`src/include/axis_analog_output_consts.vh`:
```
// constants for the axis analog output stage
// assumes a 50 MHz core clock and an internal phase clock made from it
`ifndef AXIS_ANALOG_OUTPUT_CONSTS_VH
`define AXIS_ANALOG_OUTPUT_CONSTS_VH

// =====================================================================
// clock and phase timing
`define CLOCK_KHZ              50000
`define PHASE_KHZ_DEFAULT      20
`define PHASE_PERIOD_DEFAULT   (`CLOCK_KHZ / `PHASE_KHZ_DEFAULT)
`define PERIOD_W               16

// =====================================================================
// set value ranges
`define SMOOTH_MIN             16'hC000
`define SMOOTH_MAX             16'h3FFF
`define SMOOTH_OFFSET          15'h4000
`define SMOOTH_FRAC_BITS       15
`define CONV_OFFSET            16'h8000
`define MULT_W                 3

// =====================================================================
// effective level figure: levels = LEVEL_RATE_KHZ / f_pulse(kHz)
`define LEVEL_RATE_KHZ         300000
`define LEVEL_TICKS_PER_CLOCK  (`LEVEL_RATE_KHZ / `CLOCK_KHZ)

// =====================================================================
// direct-drive link defaults
`define AMP_CLK_DIV_RESET      3'h5
`define AMP_STROBE_RESET       24'hFFFFFC
`define AMP_DELAY_RESET        8'h00
`define AMP_HEADER_RESET       4'h2

// =====================================================================
// output method select
`define METHOD_SMOOTHED        1'b0
`define METHOD_CONVERTER       1'b1

`endif

```
`src/rtl/pulse_channel.v`:
```
// one smoothed pulse-width channel
// assumes a phase tick pulse from the parent on the same clock
`timescale 1ns/1ns
`include "axis_analog_output_consts.vh"

module pulse_channel #(
  parameter PERIOD_W = `PERIOD_W
) (
  input  wire                  clock,
  input  wire                  rst_n,
  input  wire                  phase_tick,
  input  wire [PERIOD_W-1:0]   phase_period,
  input  wire [`MULT_W-1:0]    rate_mult,
  input  wire [15:0]           set_value,
  output reg                   pulse_out,
  output reg  [PERIOD_W+3:0]   duty_ticks
);

  // =====================================================================
  // period span is two phase periods; counter steps by mult+1
  wire [PERIOD_W:0]   span = {phase_period, 1'b0};
  wire [3:0]          step = {1'b0, rate_mult} + 4'h1;                      // [RULE3]
  reg  [PERIOD_W:0]   cnt_q;
  reg  [PERIOD_W:0]   thresh_q;
  wire [PERIOD_W+1:0] cnt_sum = {1'b0, cnt_q} + {{(PERIOD_W-2){1'b0}}, step};

  // =====================================================================
  // clamp to the smoothed range, then offset to unsigned
  wire signed [15:0] sv = set_value;
  wire [15:0] clamped = (sv < $signed(`SMOOTH_MIN)) ? `SMOOTH_MIN :
                        (sv > $signed(`SMOOTH_MAX)) ? `SMOOTH_MAX : set_value;   // [RULE1]
  wire [14:0] unsigned_sv = clamped[14:0] + `SMOOTH_OFFSET;
  wire [PERIOD_W+15:0] prod = unsigned_sv * span;                          // [RULE11]
  wire [PERIOD_W:0] thresh_d = prod[PERIOD_W+15:`SMOOTH_FRAC_BITS];

  // on-time threshold over the two-period span kept in 300 MHz-equivalent ticks
  // product kept at full width first, then cut to the port width on purpose
  wire [31:0]         level_full  = {{(31-PERIOD_W){1'b0}}, thresh_d} * `LEVEL_TICKS_PER_CLOCK; // [RULE4]
  wire [PERIOD_W+3:0] level_ticks = level_full[PERIOD_W+3:0];              // [RULE4]

  always @(posedge clock) begin
    if (!rst_n) begin
      cnt_q      <= {(PERIOD_W+1){1'b0}};
      thresh_q   <= {1'b0, phase_period};
      pulse_out  <= 1'b0;
      duty_ticks <= {(PERIOD_W+4){1'b0}};
    end else begin
      // restart at every phase tick; the rate stays exact for odd multipliers only, where the count lands on a span boundary
      if (phase_tick) begin
        cnt_q    <= {(PERIOD_W+1){1'b0}};
        thresh_q <= thresh_d;
        duty_ticks <= level_ticks;
      end else if (cnt_sum >= {1'b0, span}) begin
        cnt_q <= cnt_sum[PERIOD_W:0] - span;                               // [RULE2]
      end else begin
        cnt_q <= cnt_sum[PERIOD_W:0];
      end
      pulse_out <= (cnt_q < thresh_q);                                     // [RULE11]
    end
  end

endmodule // pulse_channel

```
`src/rtl/axis_analog_output_pwm.v`:
```
// analog command output stage for the axis channels plus direct-drive link
// assumes one 50 MHz clock, config and set values from same-clock logic
`timescale 1ns/1ns
`include "axis_analog_output_consts.vh"

// How it works
// RULE1 - smoothed mode clamps the set value to -16384..16383 spanning full negative to full positive scale.
// RULE2 - the smoothed pulse rate is the phase clock rate times (multiplier plus one) over two; code meets it for odd multipliers only.
// RULE3 - the per-channel rate multiplier is a three-bit integer 0 to 7.
// RULE4 - smoothed effective levels equal 300000 over the pulse rate in kHz, reported as a tick count; code reports on-time threshold times 6.
// RULE5 - software should pick a smoothed pulse rate of 30 kHz or more for low ripple.
// RULE6 - converter mode takes a signed -32768..32767 set value mapped linearly to the output.
// RULE7 - converter mode gives every set value its own distinct output code.
// RULE8 - link settings reset to divider 5, strobe FFFFFC, delay 0 and header count 2.
// RULE9 - software keeps phase and pulse rates at 40 kHz or below when the link is used.
// RULE10 - the link sends current commands to the amplifier and reads measured current back.
// RULE11 - smoothed duty varies linearly with the set value, half duty at zero; the code meets this for odd multipliers only.
module axis_analog_output_pwm #(
  parameter CHANNELS = 2,
  parameter PERIOD_W = `PERIOD_W
) (
  input  wire                      CLOCK,
  input  wire                      RST_N,
  input  wire [PERIOD_W-1:0]       PHASE_PERIOD,
  input  wire [CHANNELS-1:0]       METHOD,
  input  wire [CHANNELS*3-1:0]     PULSE_RATE_MULTIPLIER,
  input  wire [CHANNELS*16-1:0]    SET_VALUE,
  input  wire                      LINK_CFG_WRITE,
  input  wire [2:0]                LINK_CLK_DIV_IN,
  input  wire [23:0]               LINK_STROBE_IN,
  input  wire [7:0]                LINK_DELAY_IN,
  input  wire [3:0]                LINK_HEADER_IN,
  input  wire [CHANNELS*16-1:0]    CURRENT_COMMAND,
  input  wire [CHANNELS*16-1:0]    AMP_CURRENT_FEEDBACK,
  output wire                      PHASE_TICK,
  output wire [CHANNELS-1:0]       SMOOTHED_PULSE_OUTPUT,
  output wire [CHANNELS*(PERIOD_W+4)-1:0] SMOOTHED_DUTY_TICKS,
  output reg  [CHANNELS*16-1:0]    CONVERTER_OUTPUT,
  output reg  [CHANNELS-1:0]       CONVERTER_LOAD,
  output reg  [2:0]                AMP_CONVERTER_CLOCK_DIVIDER,
  output reg  [23:0]               AMP_CONVERTER_STROBE_WORD,
  output reg  [7:0]                AMP_CONVERTER_SAMPLE_DELAY,
  output reg  [3:0]                AMP_CONVERTER_HEADER_COUNT,
  output reg  [CHANNELS*16-1:0]    LINK_CURRENT_COMMAND,
  output reg  [CHANNELS*16-1:0]    MEASURED_CURRENT
);

  // =====================================================================
  // internal phase clock divider
  reg  [PERIOD_W-1:0] phase_cnt_q;
  wire [PERIOD_W-1:0] period_safe = (PHASE_PERIOD == {PERIOD_W{1'b0}}) ?
                                    {{(PERIOD_W-1){1'b0}}, 1'b1} : PHASE_PERIOD;
  wire                phase_hit = (phase_cnt_q >= period_safe - {{(PERIOD_W-1){1'b0}}, 1'b1});

  always @(posedge CLOCK) begin
    if (!RST_N) begin
      phase_cnt_q <= {PERIOD_W{1'b0}};
    end else if (phase_hit) begin
      phase_cnt_q <= {PERIOD_W{1'b0}};
    end else begin
      phase_cnt_q <= phase_cnt_q + {{(PERIOD_W-1){1'b0}}, 1'b1};
    end
  end

  assign PHASE_TICK = phase_hit;

  // =====================================================================
  // feedback from the amplifier comes from off-chip: two flops first
  reg [CHANNELS*16-1:0] fb_meta_q;
  reg [CHANNELS*16-1:0] fb_sync_q;

  always @(posedge CLOCK) begin
    if (!RST_N) begin
      fb_meta_q <= {(CHANNELS*16){1'b0}};
      fb_sync_q <= {(CHANNELS*16){1'b0}};
    end else begin
      fb_meta_q <= AMP_CURRENT_FEEDBACK;
      fb_sync_q <= fb_meta_q;
    end
  end

  // =====================================================================
  // per-channel outputs
  genvar ch;
  generate
    for (ch = 0; ch < CHANNELS; ch = ch + 1) begin : g_chan
      wire [15:0] sv = SET_VALUE[ch*16 +: 16];
      wire        pulse;

      pulse_channel #(
        .PERIOD_W(PERIOD_W)
      ) u_pulse (
        .clock       (CLOCK),
        .rst_n       (RST_N),
        .phase_tick  (phase_hit),
        .phase_period(period_safe),
        .rate_mult   (PULSE_RATE_MULTIPLIER[ch*3 +: 3]),                   // [RULE3]
        .set_value   (sv),
        .pulse_out   (pulse),
        .duty_ticks  (SMOOTHED_DUTY_TICKS[ch*(PERIOD_W+4) +: (PERIOD_W+4)])
      );

      // idle level of the smoothed pin in converter mode is low
      assign SMOOTHED_PULSE_OUTPUT[ch] = (METHOD[ch] == `METHOD_SMOOTHED) & pulse;

      always @(posedge CLOCK) begin
        if (!RST_N) begin
          CONVERTER_OUTPUT[ch*16 +: 16]     <= `CONV_OFFSET;
          CONVERTER_LOAD[ch]                <= 1'b0;
          LINK_CURRENT_COMMAND[ch*16 +: 16] <= 16'h0000;
          MEASURED_CURRENT[ch*16 +: 16]     <= 16'h0000;
        end else begin
          CONVERTER_LOAD[ch] <= phase_hit & (METHOD[ch] == `METHOD_CONVERTER);
          if (phase_hit) begin
            // offset binary keeps all 65536 codes distinct and monotonic
            if (METHOD[ch] == `METHOD_CONVERTER) begin
              CONVERTER_OUTPUT[ch*16 +: 16] <= sv ^ `CONV_OFFSET;           // [RULE6] [RULE7]
            end
            LINK_CURRENT_COMMAND[ch*16 +: 16] <= CURRENT_COMMAND[ch*16 +: 16]; // [RULE10]
            MEASURED_CURRENT[ch*16 +: 16]     <= fb_sync_q[ch*16 +: 16];      // [RULE10]
          end
        end
      end
    end
  endgenerate

  // =====================================================================
  // direct-drive link settings
  always @(posedge CLOCK) begin
    if (!RST_N) begin
      AMP_CONVERTER_CLOCK_DIVIDER <= `AMP_CLK_DIV_RESET;                   // [RULE8]
      AMP_CONVERTER_STROBE_WORD   <= `AMP_STROBE_RESET;                    // [RULE8]
      AMP_CONVERTER_SAMPLE_DELAY  <= `AMP_DELAY_RESET;                     // [RULE8]
      AMP_CONVERTER_HEADER_COUNT  <= `AMP_HEADER_RESET;                    // [RULE8]
    end else if (LINK_CFG_WRITE) begin
      AMP_CONVERTER_CLOCK_DIVIDER <= LINK_CLK_DIV_IN;
      AMP_CONVERTER_STROBE_WORD   <= LINK_STROBE_IN;
      AMP_CONVERTER_SAMPLE_DELAY  <= LINK_DELAY_IN;
      AMP_CONVERTER_HEADER_COUNT  <= LINK_HEADER_IN;
    end
  end

endmodule // axis_analog_output_pwm

```
`config.mk`:
```
export PLATFORM = sky130hd
export DESIGN_NAME = axis_analog_output_pwm
export DESIGN_NICKNAME = d
export VERILOG_FILES = /design/src/rtl/pulse_channel.v /design/src/rtl/axis_analog_output_pwm.v
export VERILOG_INCLUDE_DIRS = /design/src /design/src/include
export SDC_FILE = /design/constraint.sdc
export NUM_CORES = 2
export LEC_CHECK = 0
export BUFFER_PORTS_ARGS = -buffer_cell sky130_fd_sc_hd__clkbuf_2
export CORE_MARGIN = 1
export CORE_UTILIZATION = 49
export CTS_BUF_LIST = sky130_fd_sc_hd__clkbuf_8
export CTS_CLUSTER_SIZE = 12
export DETAILED_ROUTE_END_ITERATION = 8
export PLACE_DENSITY = 0.68
export SYNTH_ARGS = -nofsm -noshare
export SYNTH_HDL_FRONTEND = slang
export SYNTH_SLANG_ARGS = --single-unit
```
`constraint.sdc`:
```
create_clock -name CLOCK -period 11.9 [get_ports CLOCK]
set_input_delay 1.785 -clock CLOCK [delete_from_list [all_inputs] [get_ports CLOCK]]
set_output_delay 1.785 -clock CLOCK [all_outputs]
set_load 0.02 [all_outputs]
```
* Word level (Yosys, flattened, before mapping)
Index checks and enable logic that the tools add are counted.
Cells by class: add/sub/neg operators 10, $mul 4, divide/modulo/power cells 0, $lt $le $gt $ge 9, equal/unequal tests 1, shifts and indexed selects 0, mux-type cells 11, bitwise operators 9, reductions and logical operators 4
Operator list (count):
- 2-to-1 mux 16 bit | 5
- multiplier 15 x 16 -> 31 bit | 2
- 2-to-1 mux 15 bit | 4
- multiplier 17 x 2 -> 19 bit (second input constant) | 2
- adder 17 x 4 -> 18 bit | 2
- greater-or-equal comparator 18 x 17 -> 1 bit | 2
- less-than comparator 17 bit | 2
- 2-to-1 mux 17 bit | 2
- subtractor 17 bit | 2
- greater-than comparator 16 x 15 -> 1 bit (second input constant) | 2
- less-than comparator 16 x 15 -> 1 bit (second input constant) | 2
- adder 15 bit (second input constant) | 2
- adder 16 x 1 -> 16 bit (second input constant) | 1
- greater-or-equal comparator 16 bit | 1
- logical NOT 16 bit | 1
- subtractor 16 x 1 -> 16 bit (second input constant) | 1
- adder 3 x 1 -> 4 bit (second input constant) | 2
- NOT 1 bit | 5
- bitwise AND 1 bit | 4
- AND reduction 2 bit | 2
- != test 2 x 1 -> 1 bit (second input constant) | 1
- OR reduction 2 bit | 1
Storage, ports and cells: register bits 325, bits in latches 0, RAM bits 0, memory bits (read-only) 0, input port bits 162, output and inout port bits 180, logic and storage cells 73, memories kept 0

* Logic depth before layout (Yosys ltp)
depth after elaboration 7, mapped depth 41, gate-level depth less buffers 38

* Modules after synthesis
From an unflattened synthesis, not the netlist that was laid out.
Unflattened totals: cells, all modules 3701, area, all modules 32523.7 um^2
By module, submodules not included:
- pulse_channel at g_chan[1].u_pulse | times used 1, cells each 1426, area an instance 12079.1 um^2, sequential area each 1241.2 um^2
- pulse_channel at g_chan[0].u_pulse | times used 1, cells each 1405, area an instance 11956.5 um^2, sequential area each 1241.2 um^2
- axis_analog_output_pwm | times used 1, cells each 870, area an instance 8488.1 um^2, sequential area each 4344.2 um^2

* Worst setup path after synthesis
Ideal clock, no wire load.
path type input to register, start point input port SET_VALUE[31], end point register g_chan[1].u_pulse.duty_ticks[18], library setup time 0.116 ns, arrival time 10.002 ns, data required time 11.785 ns, slack 1.782 ns, cell stages on the path 39, buffers on the path 3, path through buf_2 nor2b_1 clkbuf_1 nor2_1 nor2_1 clkbuf_1 nand2_1 fa_1 fa_1 inv_1 fa_1 fa_1 fa_1 inv_1 fa_1 inv_1 ha_1 and3_1 [... 3 more ...] nand2_1 xor2_1 inv_1 ha_1 inv_1 fa_1 nor2b_1 o21a_1 o21ai_0 a21oi_1 nor2_1 o21ai_0 a2bb2o_1 o41ai_2 and3_1 o41ai_2 mux2i_1 and3_1
Between the ends: longest elaborated chain between the ends 6, elaborated cells between the ends (all ways) 7, classes of those cells add/sub: 1; mul: 2; order compare: 2; mux: 2
RTL lines:
- start: declaration | line axis_analog_output_pwm.v:27 | input wire [CHANNELS*16-1:0] SET_VALUE,
- greater-than comparator 16 x 15 -> 1 bit | line pulse_channel.v:31 | (sv > $signed(`SMOOTH_MAX)) ? `SMOOTH_MAX : set_value;
- 2-to-1 mux 15 bit | line pulse_channel.v:31
- 2-to-1 mux 15 bit (*) | line pulse_channel.v:30 | wire [15:0] clamped = (sv < $signed(`SMOOTH_MIN)) ? `SMOOTH_MIN :
- adder 15 bit (no line) (*)
- multiplier 15 x 16 -> 31 bit (*) | line pulse_channel.v:33 | wire [PERIOD_W+15:0] prod = unsigned_sv * span;
- multiplier 17 x 2 -> 19 bit (no line) (*)
- end signal: assignment | line pulse_channel.v:46 | duty_ticks <= {(PERIOD_W+4){1'b0}};
- end signal: assignment | line pulse_channel.v:52 | duty_ticks <= level_ticks;
- end: declaration | line pulse_channel.v:16 | output reg [PERIOD_W+3:0] duty_ticks
Every way passes the cells marked *; elsewhere a longest branch is shown, timed or not. A chain may end at the register's enable or synchronous reset.

* Final worst setup path
Ends and elaborated chain as after synthesis.

==> Implementation_results.wiki <==
{| class="wikitable"
! Metric !! Value
|-
| Outcome || completed
|-
| Leading area contributor after synthesis || sky130_fd_sc_hd__fa_1
|-
| Critical Path Slowest Stage Cell || sky130_fd_sc_hd__nor2_1
|-
| H-Tree Depth || 2
|-
| Antenna cells || 0
|-
| Clock tree from TritonCTS || done
|-
| Global-route wire length before repair || 147,000 µm
|-
| Total GRT Usage || 28.6%
|-
| Post-Route Setup TNS || 0 ns
|-
| Count of max-cap constraint violations || 0
|-
| Final worst clock skew || 0.109 ns
|-
| Most frequent cells in the layout || sky130_fd_sc_hd__nand2_1, sky130_fd_sc_hd__inv_1, sky130_fd_sc_hd__fa_1
|-
| Data arrival time of the worst path || 11.27 ns
|-
| Slew at the pin closest to its max-slew limit || 1.19 ns
|-
| Worst hold slack || 0.425 ns
|-
| Core area || 0.0633 mm²
|-
| M1 WL || 38,800 µm
|-
| Synth area leaders || sky130_fd_sc_hd__fa_1, sky130_fd_sc_hd__dfxtp_1, sky130_fd_sc_hd__ha_1
|-
| Area delta synth->final || 12.6%
|-
| Leading cell type in the layout, fill and taps excluded || sky130_fd_sc_hd__nand2_1
|-
| Final clock period utilization by the worst path || 89.9%
|-
| Data required time of the critical path || 12.47 ns
|-
| Aggregate global routing overflow || 0
|-
| Detailed placement HPWL || 71,400 µm
|-
| Async SR Flop Fraction || 0%
|-
| Total of warnings raised by yosys || 0
|-
| Number of different library cells in the post-synthesis netlist || 88
|-
| Area fraction of the dominant cell type after synthesis || 23.1%
|-
| # Post-CTS Setup Buffers || 0
|-
| Number of global-route vias before repair || 26,400
|-
| Die width || 256 µm
|-
| Multi-input logic area || 0.0221 mm²
|-
| Biggest fanout along the worst timing path || 20
|-
| Avg Cell Area, Syn || 8.57 µm²
|-
| Final min period || 10.70 ns
|-
| Placement Rows || 92
|-
| First-pass iteration count of the detailed router || 7
|-
| Final Hold Viols || 0
|-
| Number of register bits inferred by synthesis || 325
|-
| Highest metal used || met5
|-
| Violation count after the first detailed-routing iteration || 1,775
|-
| Category of the critical setup timing path || input pin to flip-flop
|-
| Remaining DRCs || 0
|-
| Initial antenna violation count || 1
|-
| Source-to-sink clock delay at the later pin of the worst-skew pair || 0.71 ns
|-
| Hold buffers post-CTS || 0
|-
| Routed length per placed instance || 19.3 µm
|-
| Number of flops mapped to enable cells by yosys || 32
|-
| Detailed-routed wire length on met3 || 9120 µm
|-
| Number of instances in the synthesized netlist || 3,675
|-
| Per-cell via count in the routed design || 5.46
|-
| Number of clock buffers inserted by TritonCTS || 56
|-
| Setup repair after global routing missed its margin || false
|-
| Most numerous cell on the critical path || sky130_fd_sc_hd__fa_1
|-
| Most common flop cell mapped by yosys || sky130_fd_sc_hd__dfxtp_1
|-
| Pin count of the biggest net entering global routing || 81
|-
| Fraction of final layout cells with drive strength greater than 1 || 13.9%
|-
| # clock sinks || 325
|-
| Starting utilization of the core area || 49.8%
|-
| Utilization of the core after routing || 56.1%
|-
| Critical Path Source Type || input pin
|-
| Fill cell instance count of the final layout || 5,893
|-
| Setup violators final || 0
|-
| Resized Gates After CTS || 0
|-
| Max incr delay on CP || 0.68 ns
|-
| Length of routed met2 wiring || 41,500 µm
|-
| DIE AREA || 0.0653 mm²
|-
| Kind of end point of the critical path || flip-flop
|-
| Final ANT Viol Nets || 0
|-
| Achievable Freq || 0.0935 GHz
|-
| Worst min-delay path class || flip-flop to flip-flop
|-
| Buffers added on ports || 339
|-
| Clock root cell || sky130_fd_sc_hd__clkbuf_8
|-
| Mapped cell area || 0.0315 mm²
|-
| Worst slew slack as a fraction of its limit || 20.3%
|-
| Final net count || 4,798
|-
| Clock-pin slew on the worst setup and hold paths || 0.06 ns
|-
| Via Count || 26,500
|-
| RePlAce Congestion || 0.938
|-
| Area used by sequential logic in the layout || 0.00683 mm²
|-
| Clock Path Buffers || 3
|-
| Vertical extent of the die || 256 µm
|-
| Number of top-level design ports || 342
|-
| Max-slew violations || 0
|-
| Proportion of synthesized chip area in sequential cells || 21.7%
|-
| Final wirelength || 93,700 µm
|}
==> final cells by class <==
type,instances,area share (%)
clock buffer,72,2.79
clock inverter,30,0.857
inverter,488,5.20
multi-input combinational,2675,62.3
sequential,325,19.2
tap,846,2.98
timing repair buffer,421,6.59
==> critical path: cells and delay by family <==
kind,cells,cell delay [ns]
adders and majority gates,8,3.85
AOI/OAI and AO/OA,10,2.33
and+or+nand+nor,10,2.24
buffers and inverters,6,0.77
xor gates and xnor gates,1,0.13
muxes,1,0.11
==> layer usage <==
layer / vias up / GRT usage [%]
met4: 2 / 11.8
li1: 12500 / -
met2: 1132 / 44.9
met5: - / 0
met3: 205 / 7.79
met1: 12700 / 37.3
==> cells by family after synthesis <==
group           Yosys count  synth area share (%)
compound gates          499                  10.1
simple gates           1320                  19.4
fa+ha+maj               670                  35.3
mux                      57                  1.83
buf+inv                 676                  8.21
flops                   325                  21.7
xor+xnor                127                  3.55
other cells               1                0.0119
==> synthesized netlist by cell type, types with 6 or more instances <==
cell and count:
sky130_fd_sc_hd__a211o_1 12, sky130_fd_sc_hd__a211oi_1 18, sky130_fd_sc_hd__a21boi_0 11, sky130_fd_sc_hd__a21o_1 56
sky130_fd_sc_hd__a21oi_1 204, sky130_fd_sc_hd__a31oi_1 9, sky130_fd_sc_hd__and2_1 104, sky130_fd_sc_hd__and3_1 24
sky130_fd_sc_hd__and4_1 10, sky130_fd_sc_hd__buf_1 19, sky130_fd_sc_hd__clkbuf_1 160, sky130_fd_sc_hd__clkinv_1 7
sky130_fd_sc_hd__dfxtp_1 293, sky130_fd_sc_hd__edfxtp_1 32, sky130_fd_sc_hd__fa_1 364, sky130_fd_sc_hd__ha_1 305
sky130_fd_sc_hd__inv_1 475, sky130_fd_sc_hd__mux2i_1 54, sky130_fd_sc_hd__nand2_1 544, sky130_fd_sc_hd__nand2b_1 41
sky130_fd_sc_hd__nand3_1 50, sky130_fd_sc_hd__nand4_1 24, sky130_fd_sc_hd__nor2_1 217, sky130_fd_sc_hd__nor2b_1 26
sky130_fd_sc_hd__nor3_1 234, sky130_fd_sc_hd__o211ai_1 15, sky130_fd_sc_hd__o21a_1 20, sky130_fd_sc_hd__o21ai_0 77
sky130_fd_sc_hd__o21ai_1 6, sky130_fd_sc_hd__o21bai_1 8, sky130_fd_sc_hd__or2_2 7, sky130_fd_sc_hd__or3_1 16
sky130_fd_sc_hd__xnor2_1 92, sky130_fd_sc_hd__xor2_1 34
==> sequential cells by signal, indices dropped and copies added (netlist names) <==
register,count
AMP_CONVERTER_HEADER_COUNT,4
g_chan.u_pulse.pulse_out,2
phase_cnt_q,16
fb_meta_q,32
AMP_CONVERTER_STROBE_WORD,24
LINK_CURRENT_COMMAND,32
g_chan.u_pulse.thresh_q,34
g_chan.u_pulse.cnt_q,34
CONVERTER_OUTPUT,32
MEASURED_CURRENT,32
AMP_CONVERTER_CLOCK_DIVIDER,3
fb_sync_q,32
CONVERTER_LOAD,2
AMP_CONVERTER_SAMPLE_DELAY,8
g_chan.u_pulse.duty_ticks,38
==> path summary, 6_finish.rpt <==
kind                                  start                                       endpoint  slack [ns]  depth (start not counted)
hold reg to reg    fb_meta_q[27]$_SDFF_PN0_                       fb_sync_q[27]$_SDFF_PN0_        0.43                          1
setup reg to reg  phase_cnt_q[0]$_SDFF_PP0_         g_chan[0].u_pulse.cnt_q[16]$_SDFF_PP0_        6.99                         17
setup / recovery              SET_VALUE[31]  g_chan[1].u_pulse.duty_ticks[18]$_SDFFE_PN0N_        1.20                         36
hold / removal     fb_meta_q[27]$_SDFF_PN0_                       fb_sync_q[27]$_SDFF_PN0_        0.43                          1
==> metrics by stage <==
| step | area, µm² | setup slack (ns) | cells |
|---|---|---|---|
| 2_1_floorplan | 31500 | 1.78 | 3676 |
| 3_3_place_gp | 34200 | 0.770 | 4755 |
| 3_5_place_dp | 34200 | 0.715 | 4755 |
| 4_1_cts | 35500 | 1.33 | 4857 |
| 5_1_grt | 35500 | 0.628 | 4857 |
| 6_report | 35500 | 1.20 | 4857 |
Power is not shown: default switching activity piles up to over one toggle a cycle in this logic, so the estimate is an artifact.
